[src/irq_frame_pkg.sv]
// Package: register map, field positions and timing for the interrupt/frame index block
`default_nettype none
package irq_frame_pkg;
    // ************************************************************
    // Register offsets
    // ************************************************************
    localparam logic [7:0] OFF_STATUS   = 8'h14;
    localparam logic [7:0] OFF_ENABLE   = 8'h18;
    localparam logic [7:0] OFF_UF_IDX   = 8'h1C;
    localparam logic [7:0] OFF_CONTROL  = 8'h20;
    // ************************************************************
    // Field positions
    // ************************************************************
    localparam int BIT_XFER_DONE  = 0;
    localparam int BIT_XFER_ERR   = 1;
    localparam int BIT_PORT_CHG   = 2;
    localparam int BIT_LIST_WRAP  = 3;
    localparam int BIT_SYS_ERR    = 4;
    localparam int BIT_ASYNC_ADV  = 5;
    localparam int BIT_STOPPED    = 12;
    localparam int BIT_RUN        = 0;
    localparam int POS_LIST_SIZE  = 2;
    localparam int POS_THRESHOLD  = 16;
    localparam int SRC_W          = 6;
    localparam int FRIDX_W        = 14;
    localparam int THR_W          = 8;
    // ************************************************************
    // Reset values
    // ************************************************************
    localparam logic [SRC_W-1:0]   RST_ENABLE    = 6'h00;
    localparam logic [SRC_W-1:0]   RST_PENDING   = 6'h00;
    localparam logic [FRIDX_W-1:0] RST_UF_IDX    = 14'h0000;
    localparam logic [THR_W-1:0]   RST_THRESHOLD = 8'h01;
    localparam logic               RST_STOPPED   = 1'b1;
    // Sources released at the threshold boundary: async advance, error, done
    localparam logic [SRC_W-1:0]   THR_GOVERNED  = 6'h23;
    // ************************************************************
    // Timing
    // ************************************************************
    localparam int CLK_HZ        = 20000000;
    localparam int UFRAME_NS     = 125000;
    localparam int UFRAME_CYCLES = UFRAME_NS / (1000000000 / CLK_HZ);
    localparam int STOP_CYCLES   = 1;

    typedef struct packed {
        logic [7:0]  addr;
        logic        write;
        logic [31:0] wdata;
        logic        sel;
        logic        enable;
    } apb_req_type;

    typedef struct packed {
        logic [SRC_W-1:0] events;
        logic             port_change_level;
    } src_in_type;
endpackage
`default_nettype wire

[src/irq_frame_core.sv]
// Interrupt enable, gating and micro-frame index logic behind an APB slave
`timescale 1ns/10ps
`default_nettype none
// Notes on behaviour
// - Enabled source with pending flag raises the interrupt.
// - Disabled sources still set their pending flags for polling.
// - Async advance interrupt waits for the threshold boundary.
// - System error interrupts immediately.
// - List wrap interrupts immediately.
// - Port change interrupts immediately.
// - Transfer error interrupt waits for the threshold boundary.
// - Transfer done interrupt waits for the threshold boundary.
// - Threshold of one releases governed events with no added delay.
// - Frame index advances once every 125 us while running.
// - Frame index writes only land while the controller is stopped.
// - Bits N down to 3 form the list index, eight micro-frames each.
// - List size 0,1,2 gives N of 12,11,10; 3 is reserved.
// - List index wrap to zero sets the list wrap flag.
// - Writing one clears a pending flag; zero leaves it.
// - Stopped flag reads zero while running, set after stopping.
module irq_frame_core
    import irq_frame_pkg::*;
(
    input  wire logic                  CLK_SYS,
    input  wire logic                  RST,
    input  wire logic                  PSEL,
    input  wire logic                  PENABLE,
    input  wire logic                  PWRITE,
    input  wire logic [7:0]            PADDR,
    input  wire logic [31:0]           PWDATA,
    output logic      [31:0]           PRDATA,
    output logic                       PREADY,
    output logic                       PSLVERR,
    input  wire logic [SRC_W-1:0]      EVENT_PULSE,
    output logic                       IRQ,
    output logic      [FRIDX_W-1:0]    FRAME_INDEX,
    output logic      [9:0]            LIST_INDEX
);
    // ************************************************************
    // Functions
    // ************************************************************
    function automatic logic [FRIDX_W-1:0] wrap_mask(input logic [1:0] size);
        case (size)
            2'b00:   wrap_mask = 14'h1FFF;
            2'b01:   wrap_mask = 14'h0FFF;
            2'b10:   wrap_mask = 14'h07FF;
            default: wrap_mask = 14'h1FFF;
        endcase
    endfunction

    // ************************************************************
    // State
    // ************************************************************
    typedef enum logic [1:0] {
        RUNNING  = 2'b01,
        STOPPED  = 2'b10
    } run_state_type;

    apb_req_type          req;
    run_state_type        run_q, run_d;
    logic [SRC_W-1:0]     enable_q, enable_d;
    logic [SRC_W-1:0]     pending_q, pending_d;
    logic [FRIDX_W-1:0]   uf_idx_q, uf_idx_d;
    logic [THR_W-1:0]     threshold_q, threshold_d;
    logic [THR_W-1:0]     thr_cnt_q, thr_cnt_d;
    logic [1:0]           list_size_q, list_size_d;
    logic                 run_bit_q, run_bit_d;
    logic                 irq_q, irq_d;
    logic [12:0]          tick_cnt_q, tick_cnt_d;
    logic [31:0]          rdata_q, rdata_d;
    logic [SRC_W-1:0]     ev_s1_q, ev_s2_q;
    logic                 tick;
    logic                 boundary;
    logic                 wr_en;
    logic [FRIDX_W-1:0]   uf_idx_inc;
    logic [SRC_W-1:0]     set_vec;
    logic [SRC_W-1:0]     active;
    logic                 halted;

    assign req     = '{addr: PADDR, write: PWRITE, wdata: PWDATA, sel: PSEL, enable: PENABLE};
    assign wr_en   = req.sel && req.enable && req.write;
    assign PREADY  = 1'b1;
    assign PSLVERR = 1'b0;
    assign PRDATA  = rdata_q;

    // Event pins come from other logic domains
    always_ff @(posedge CLK_SYS) begin
        if (RST) begin
            ev_s1_q <= RST_PENDING;
            ev_s2_q <= RST_PENDING;
        end else begin
            ev_s1_q <= EVENT_PULSE;
            ev_s2_q <= ev_s1_q;
        end
    end

    // ************************************************************
    // Micro-frame timer and frame index
    // ************************************************************
    // micro-frame tick
    assign tick        = (run_q == RUNNING) && (tick_cnt_q == 13'(UFRAME_CYCLES - 1));
    assign uf_idx_inc  = uf_idx_q + 14'h0001;

    always_comb begin
        tick_cnt_d = tick_cnt_q;
        uf_idx_d   = uf_idx_q;
        if (run_q == RUNNING) begin
            tick_cnt_d = tick ? 13'h0000 : tick_cnt_q + 13'h0001;
        end else begin
            tick_cnt_d = 13'h0000;
        end
        if (tick) begin
            uf_idx_d = uf_idx_inc;
        end
        if (wr_en && req.addr == OFF_UF_IDX && halted) begin
            uf_idx_d = req.wdata[FRIDX_W-1:0];
        end
    end

    // ************************************************************
    // Run control and stopped flag
    // ************************************************************
    // stopped follows run bit one cycle later
    always_comb begin
        run_d = run_q;
        case (run_q)
            RUNNING: run_d = run_bit_q ? RUNNING : STOPPED;
            STOPPED: run_d = run_bit_q ? RUNNING : STOPPED;
            default: run_d = STOPPED;
        endcase
    end
    // halted only with run bit clear, so a fresh run never reads halted
    assign halted = (run_q == STOPPED) && !run_bit_q;

    // ************************************************************
    // Threshold boundary counter
    // ************************************************************
    // threshold of one means every cycle is a boundary
    assign boundary = (threshold_q <= 8'h01) || (thr_cnt_q >= threshold_q - 8'h01);
    always_comb begin
        thr_cnt_d = boundary ? 8'h00 : thr_cnt_q + 8'h01;
    end

    // ************************************************************
    // Pending flags and enables
    // ************************************************************
    always_comb begin
        set_vec = ev_s2_q;
        // list index wrap sets the wrap flag
        if (tick && ((uf_idx_q & wrap_mask(list_size_q)) == wrap_mask(list_size_q))) begin
            set_vec[BIT_LIST_WRAP] = 1'b1;
        end
        pending_d   = pending_q;
        enable_d    = enable_q;
        threshold_d = threshold_q;
        list_size_d = list_size_q;
        run_bit_d   = run_bit_q;
        if (wr_en && req.addr == OFF_STATUS) begin
            pending_d = pending_q & ~req.wdata[SRC_W-1:0];
        end
        // flags set regardless of enables; set beats clear
        pending_d = pending_d | set_vec;
        if (wr_en && req.addr == OFF_ENABLE) begin
            enable_d = req.wdata[SRC_W-1:0];
        end
        if (wr_en && req.addr == OFF_CONTROL) begin
            run_bit_d   = req.wdata[BIT_RUN];
            list_size_d = req.wdata[POS_LIST_SIZE +: 2];
            threshold_d = req.wdata[POS_THRESHOLD +: THR_W];
        end
    end

    // ************************************************************
    // Interrupt output
    // ************************************************************
    assign active = enable_q & pending_q;
    always_comb begin
        irq_d = |(active & ~THR_GOVERNED);
        // governed sources wait for a boundary
        if (|(active & THR_GOVERNED)) begin
            irq_d = irq_d || boundary || irq_q;
        end
        // falls once no enabled source is pending
        if (active == '0) begin
            irq_d = 1'b0;
        end
    end
    assign IRQ = irq_q;

    // ************************************************************
    // Read data
    // ************************************************************
    always_comb begin
        rdata_d = rdata_q;
        if (req.sel && !req.enable && !req.write) begin
            case (req.addr)
                OFF_STATUS: begin
                    rdata_d = 32'h0000_0000;
                    rdata_d[SRC_W-1:0]  = pending_q;
                    rdata_d[BIT_STOPPED] = halted;
                end
                OFF_ENABLE:  rdata_d = {26'h0, enable_q};
                OFF_UF_IDX:  rdata_d = {18'h0, uf_idx_q};
                OFF_CONTROL: rdata_d = {8'h0, threshold_q, 12'h0, list_size_q, 1'b0, run_bit_q};
                default:     rdata_d = 32'h0000_0000;
            endcase
        end
    end

    always_comb begin
        case (list_size_q)
            2'b01:   LIST_INDEX = {1'b0, uf_idx_q[11:3]};
            2'b10:   LIST_INDEX = {2'b00, uf_idx_q[10:3]};
            default: LIST_INDEX = uf_idx_q[12:3];
        endcase
    end
    assign FRAME_INDEX = uf_idx_q;

    always_ff @(posedge CLK_SYS) begin
        if (RST) begin
            run_q       <= STOPPED;
            enable_q    <= RST_ENABLE;
            pending_q   <= RST_PENDING;
            uf_idx_q    <= RST_UF_IDX;
            threshold_q <= RST_THRESHOLD;
            thr_cnt_q   <= 8'h00;
            list_size_q <= 2'b00;
            run_bit_q   <= 1'b0;
            irq_q       <= 1'b0;
            tick_cnt_q  <= 13'h0000;
            rdata_q     <= 32'h0000_0000;
        end else begin
            run_q       <= run_d;
            enable_q    <= enable_d;
            pending_q   <= pending_d;
            uf_idx_q    <= uf_idx_d;
            threshold_q <= threshold_d;
            thr_cnt_q   <= thr_cnt_d;
            list_size_q <= list_size_d;
            run_bit_q   <= run_bit_d;
            irq_q       <= irq_d;
            tick_cnt_q  <= tick_cnt_d;
            rdata_q     <= rdata_d;
        end
    end
endmodule
`default_nettype wire

[config.mk]
export PLATFORM = sky130hd
export DESIGN_NAME = irq_frame_core
export DESIGN_NICKNAME = d
export VERILOG_FILES = /design/src/irq_frame_pkg.sv /design/src/irq_frame_core.sv
export SDC_FILE = /design/constraint.sdc
export NUM_CORES = 1
export LEC_CHECK = 0
export BUFFER_PORTS_ARGS = -buffer_cell sky130_fd_sc_hd__buf_2
export CORE_MARGIN = 3
export CORE_UTILIZATION = 50
export DETAILED_ROUTE_END_ITERATION = 10
export PLACE_DENSITY = 0.75
export RECOVER_POWER = 25
export SLEW_MARGIN = 20
export SYNTH_ARGS = -nofsm -noshare
export SYNTH_HDL_FRONTEND = slang
export SYNTH_SLANG_ARGS = --single-unit
[constraint.sdc]
create_clock -name CLK_SYS -period 6.7 [get_ports CLK_SYS]
set_input_delay 0.335 -clock CLK_SYS [delete_from_list [all_inputs] [get_ports CLK_SYS]]
set_output_delay 0.335 -clock CLK_SYS [all_outputs]
set_load 0.01 [all_outputs]
==> run metrics, run 1 <==
status=finished, violations left; failing checks=max-capacitance violations, max-slew violations; met1 WL=4910 um; fmax=296 MHz; Worst Skew=0.0141 ns; Leak=1.97 nW; CP startpoint kind=input pin; final instance area=0.00512 mm^2; DRT antenna net count=0; Worst slew margin=-1.32; CP Max Fanout=75; Fillers=814; Iter 0 DRT Violations=239; vias in the first global route=3616; IO Count=110; clk slew on worst S/H paths=0.09 ns; most frequent cells in the layout=dfxtp_1, nor2_1, buf_2, nand2_1, a21oi_1; Post-synth EDFFs=0; cells after synthesis=516; drc violations=0; Vias/cell=5.52; placed insts=684; DRT Wirelength=10600 um; # diodes=0; die area=0.0104 mm^2; Final Hold Viols=0; final setup vio count=0; #FFs+latches synth=95; post-layout min period=3.38 ns; Synth Cell Area=0.00461 mm^2; Max Cap Viol=1; CP Cell Sequence=buf_2 > clkbuf_1 > nand3b_1 > nor2_1; max-slew violation count=76; Switching Share=0.251; commonest non-fill, non-tap cell in the layout=dfxtp_1; Overflow after GRT=0; post-cts hold buffer count=0; Crit Path Category=input pin to flop; Layout Cells excl Fill=700; first-pass GRT wire length=17100 um; Ys Warns=0; Distinct cells, synth=55; Worst Setup SP=RST; sequential area share after synthesis=0.413; routed vias=3865; dpl ws=3.77 ns; slowest CP cell=clkbuf_1; hold slack final=0.172 ns; # port buffers=87; CTS Buffer Depth=2; register share of total power=0.592; Psw=0.243 mW; Synth Area in Simple Gates=0.250; fraction of layout cells with a size suffix above 1=0.188; CP arrival=3.61 ns; cts bufs inserted=9; cells on worst reg2reg path=9; Die Wd=102 um; core area=0.00885 mm^2; XOR/XNOR Fraction of Synth Area=0.0628; WL per Instance=15.1 um; RSZ-0062 raised after global routing=no; Clk network pwr share=0.361; Pre-antenna DRT Iters=5; clock sink count=95; main combinational cell family by area after synthesis=simple AND/OR/NAND/NOR gates; critical path capture point=tick_cnt_q[6]; synthesized-area fraction occupied by adder cells=0.0462; main flop type after synthesis=dfxtp_1; CP max stage delay=2.43 ns; Compound-Gate Fraction of Synth Area=0.133; pin count of the biggest net entering global routing=76; final net count=655; hold depth=2; initial antenna violation count=0; Worst-Margin Slew=3.49 ns; Logic pwr share=0.047; RR Endpoint=thr_cnt_q[3]; synth-to-layout area growth=11.1%; Root Buffer=clkbuf_8; die height=102 um; hold crit path type=input pin to flop; CTS tree=built; ys async rst share=0; Peak VDD IR=104 uV; Setup TNS=0 ns; starting density of the core=0.521; mux contribution to synthesized area=0.0269; Tot GR Track Use=0.206; period utilisation layout=0.504; PD cells=189 mW/mm^2; # Post-CTS Setup Buffers=0; Critical Path RT=6.93 ns; row count=34; met2 WL=4850 um; Final Worst Setup Slack=3.32 ns; Int Power=0.724 mW; Placer Congestion=0.895; wire length on met3=685 um; DR top layer=met4; fin util=0.578; DP HPWL=7850 um; reg-to-reg setup timing slack=3.68 ns; RR Startpoint=threshold_q[3]; Post-DP Area=0.00497 mm^2; Skew-Pair Late Insertion Delay=0.37 ns; htree depth=3; CP endpoint kind=flop; post-cts gate resize count=0; PnR Total Power=0.967 mW; Avg Synthesized Cell Area=8.93 um^2
[kinds of logic after synthesis]
kind of cell,count (synthesis)
compound gates,82
xor+xnor,33
fa+ha+maj,17
buf+inv,53
flops,95
mux,12
other cells,2
simple gates,222
[registers in the layout (all words and copies together) (netlist names)]
register / flops
ev_s2_q: 6
PRDATA: 22
run_bit_q: 1
ev_s1_q: 6
list_size_q: 2
tick_cnt_q: 13
FRAME_INDEX: 14
enable_q: 6
pending_q: 6
run_q: 2
IRQ: 1
threshold_q: 8
thr_cnt_q: 8
[Yosys cell counts, types with 8 or more instances]
cell type	number	share of area
xnor2_1	18	0.034
nor2_1	76	0.062
clkbuf_1	10	0.0082
nand2_1	53	0.043
nor2b_1	15	0.020
ha_1	17	0.046
inv_1	15	0.012
mux2i_1	9	0.020
a22oi_1	15	0.024
a21oi_1	28	0.030
dfxtp_1	95	0.41
a211oi_2	14	0.038
nand3_1	17	0.018
o21ai_0	8	0.0087
xor2_1	15	0.029
nor3_1	9	0.0098
buf_4	21	0.034
[power groups by stage]
stage / Clock, mW / Combinational, mW / Sequential (mW)
floorplan: 0 / 0.0308 / 0.584
global placement: 0 / 0.0440 / 0.585
detailed placement: 0 / 0.0447 / 0.586
CTS: 0.356 / 0.0449 / 0.572
global route: 0.376 / 0.0500 / 0.573
finish: 0.349 / 0.0451 / 0.572
[worst min-delay path by stage]
stage	startpoint	to	slack, ns
floorplan	ev_s2_q[0]	pending_q[0]	0.41
global placement	ev_s1_q[3]	ev_s2_q[3]	0.42
detailed placement	ev_s1_q[3]	ev_s2_q[3]	0.43
CTS	EVENT_PULSE[2]	ev_s1_q[2]	0.17
global route	EVENT_PULSE[1]	ev_s1_q[1]	0.18
finish	EVENT_PULSE[3]	ev_s1_q[3]	0.17
[worst max-delay path: cells and delay by family]
family	cells	cell delay, ns
buffers and inverters	2	2.50
and+or+nand+nor	2	0.72
[final cells by class]
class	instances	area, um^2	share of cell area
Clock buffer	9	124	0.0242
Clock inverter	7	55.1	0.0108
Inverter	15	56.3	0.0110
Multi-Input combinational cell	378	2430	0.475
Sequential cell	95	1900	0.372
Tap cell	108	135	0.0264
Timing Repair Buffer	88	413	0.0807
[metal layers]
| metal | up-vias | global-route usage |
|---|---|---|
| met5 | - | 0 |
| met4 | 0 | 0.0757 |
| met3 | 15 | 0.0410 |
| met2 | 117 | 0.336 |
| met1 | 1839 | 0.271 |
| li1 | 1894 | - |
(Power assumes the default switching activity.)
==> run 2: changes to the inputs <==
--- a/config.mk
+++ b/config.mk
@@ -5,11 +5,12 @@
 export SDC_FILE = /design/constraint.sdc
 export NUM_CORES = 1
 export LEC_CHECK = 0
+export ABC_AREA = 1
 export BUFFER_PORTS_ARGS = -buffer_cell sky130_fd_sc_hd__buf_2
 export CORE_MARGIN = 3
 export CORE_UTILIZATION = 50
 export DETAILED_ROUTE_END_ITERATION = 10
-export PLACE_DENSITY = 0.75
+export PLACE_DENSITY = 0.74
 export RECOVER_POWER = 25
 export SLEW_MARGIN = 20
 export SYNTH_ARGS = -nofsm -noshare
==> constraint.sdc (replaced) <==
create_clock -name CLK_SYS -period 3.25 [get_ports CLK_SYS]
set_input_delay 0.1625 -clock CLK_SYS [delete_from_list [all_inputs] [get_ports CLK_SYS]]
set_output_delay 0.1625 -clock CLK_SYS [all_outputs]
set_load 0.01 [all_outputs]
==> run metrics, run 2 <==
clock sink count=95 (unchanged); Tot GR Track Use=0.206 (-0.000355); Worst slew margin=-0.512 (+0.812); DP HPWL=8640 um (+10%); post-cts gate resize count=0 (unchanged); post-layout min period=2.25 ns; Fillers=967 (+19%); Ys Warns=0 (unchanged); hold crit path type=input pin to flop; Vias/cell=4.96 (-10%); Post-synth EDFFs=0 (unchanged); fraction of layout cells with a size suffix above 1=0.180 (-0.00709); cts bufs inserted=9 (unchanged); synth-to-layout area growth=11.5%; Placer Congestion=0.872 (-2.6%); final net count=839 (+28%); Leak=2.53 nW (+28%); commonest non-fill, non-tap cell in the layout=nand2_1; final setup vio count=0 (unchanged); fin util=0.575 (-0.00329); Iter 0 DRT Violations=200 (-16%); CP endpoint kind=flop; core area=0.00982 mm^2 (+11%); Critical Path RT=3.53 ns (-3.40 ns); max reg flops=22 (unchanged); Avg Synthesized Cell Area=7.32 um^2 (-18%); Root Buffer=clkbuf_8; biggest area consumer among synthesized cells=dfxtp_1; Final Hold Viols=0 (unchanged); sequential area share after synthesis=0.376 (-0.0373); vias in the first global route=4189 (+16%); Clk network pwr share=0.363 (+0.002); max-slew violation count=44 (-42%); DRT Wirelength=11600 um (+9.3%); drc violations=0 (unchanged); Max Cap Viol=1 (unchanged); status=finished, violations left; DRT antenna net count=0 (unchanged); die height=107 um (+4.6%); WL per Instance=12.7 um (-16%); cells after synthesis=692 (+34%); Peak VDD IR=224 uV (+110%); failing checks=max-capacitance violations, max-slew violations; synth top area cells=dfxtp_1, nand2_1, inv_1, nor2_1, nand3_1; first-pass GRT wire length=19100 um (+11%); Pre-antenna DRT Iters=5 (unchanged); RSZ-0062 raised after global routing=no; period utilisation layout=0.693; pin count of the biggest net entering global routing=44 (-42%); htree depth=3 (unchanged); Skew-Pair Late Insertion Delay=0.37 ns (about the same); Logic pwr share=0.058 (+0.011); Die Wd=107 um (+4.6%); Psw=0.539 mW (+120%); dominant cell by count in the synthesized netlist=nand2_1; CTS tree=built; CTS Buffer Depth=2 (unchanged); Crit Path Category=flop to flop; CP startpoint kind=flop; Switching Share=0.262 (+0.0107); row count=36 (+5.9%); Worst-Margin Slew=2.27 ns (-1.22 ns); fmax=444 MHz; PD cells=365 mW/mm^2 (+93%); register share of total power=0.578 (-0.014); Synth Cell Area=0.00506 mm^2 (+9.9%); IO Count=110 (unchanged); ys async rst share=0 (unchanged); Worst Skew=0.00960 ns (-0.00448 ns); CP arrival=2.54 ns (-1.07 ns); most frequent cells in the layout=nand2_1, dfxtp_1, inv_1, nor2_1, buf_2; # diodes=0 (unchanged); top cell type's share of synthesized area=0.376 (-0.0373); Int Power=1.52 mW (+110%); routed vias=4509 (+17%); main flop type after synthesis=dfxtp_1; clk slew on worst S/H paths=0.10 ns (about the same); most frequent cells after synthesis=nand2_1, dfxtp_1, inv_1; starting density of the core=0.516 (-0.00496); Setup TNS=0 ns (unchanged); die area=0.0114 mm^2 (+9.3%); initial antenna violation count=0 (unchanged); Distinct cells, synth=41 (-25%); CP Max Fanout=8 (-89%); Overflow after GRT=0 (unchanged); # port buffers=87 (unchanged); #FFs+latches synth=95 (unchanged)
-- run 2: power groups by stage --
| stage | Clock (mW) | Combinational, mW | Sequential [mW] |
|---|---|---|---|
| final | 0.749 | 0.121 | 1.19 |
| after global routing | 0.819 | 0.135 | 1.20 |
| after CTS | 0.767 | 0.125 | 1.19 |
| after detailed placement | 0 | 0.119 | 1.22 |
| after global placement | 0 | 0.117 | 1.22 |
| after floorplan | 0 | 0.0743 | 1.22 |
-- run 2: area by class of cell --
type,instances,area [um^2],area share
clock buffers,9,124,0.0219
clock inverters,7,66.3,0.0117
inverters,100,378,0.0669
multi-input cells,469,2520,0.446
flip-flops and latches,95,1900,0.337
well taps,133,166,0.0295
repair buffers,96,494,0.0875
-- run 2: critical path, stage by stage (launching register included) --
cell and delay [ns]:
dfxtp_1 0.35, inv_1 0.15, ha_1 0.24, nand3_1 0.14, nor2_1 0.15, xor2_1 0.19, ha_1 0.27, nand2_1 0.08
a21oi_1 0.06, nor2_1 0.15, nand3_2 0.18, nor3b_1 0.24
-- run 2: final timing paths --
path,from,to,slack [ns],cells past startpoint
max,threshold_q[0],thr_cnt_q[3],1.0,11
min,PWDATA[16],threshold_q[0],0.03,3
max reg2reg,threshold_q[0],thr_cnt_q[3],1.0,11
min reg2reg,ev_s1_q[0],ev_s2_q[0],0.40,2
-- run 2: per-stage QoR --
stage | hold slack [ns] | area, um^2 | setup slack [ns] | instances | total power [mW]
finish | 0.0267 | 5650 | 0.997 | 909 | 2.06
global route | 0.0174 | 5650 | 0.789 | 909 | 2.15
CTS | 0.0228 | 5700 | 0.991 | 909 | 2.08
detailed placement | 0.368 | 5450 | 1.03 | 887 | 1.34
global placement | 0.366 | 5450 | 1.17 | 887 | 1.33
floorplan | 0.269 | 5100 | 1.37 | 702 | 1.30
-- run 2: metal layers --
metal	global-route usage	part of all wire	vias up
met3	0.0331	0.065	23
met5	0	0	-
met1	0.267	0.45	2034
met4	0.0785	0.022	0
li1	-	-	2319
met2	0.344	0.47	133
-- run 2: cells by family (layout without fill, tap and decap cells) --
logic type | after synthesis | after routing | share of synthesized area
adder cells (fa/ha/maj) | 17 | 17 | 0.0420
XOR/XNOR | 22 | 22 | 0.0381
buffers and inverters | 138 | 212 | 0.129
AND/OR/NAND/NOR | 321 | 321 | 0.297
other | 2 | 12 | 0.00148
AO/OA/AOI/OAI | 97 | 97 | 0.116
flip-flops | 95 | 95 | 0.376
-- run 2: timing repair --
| item | in CTS | in global routing |
|---|---|---|
| hold endpoints to repair | 6 | 0 |
| setup buffers | 0 | 0 |
| hold buffers | 6 | 0 |
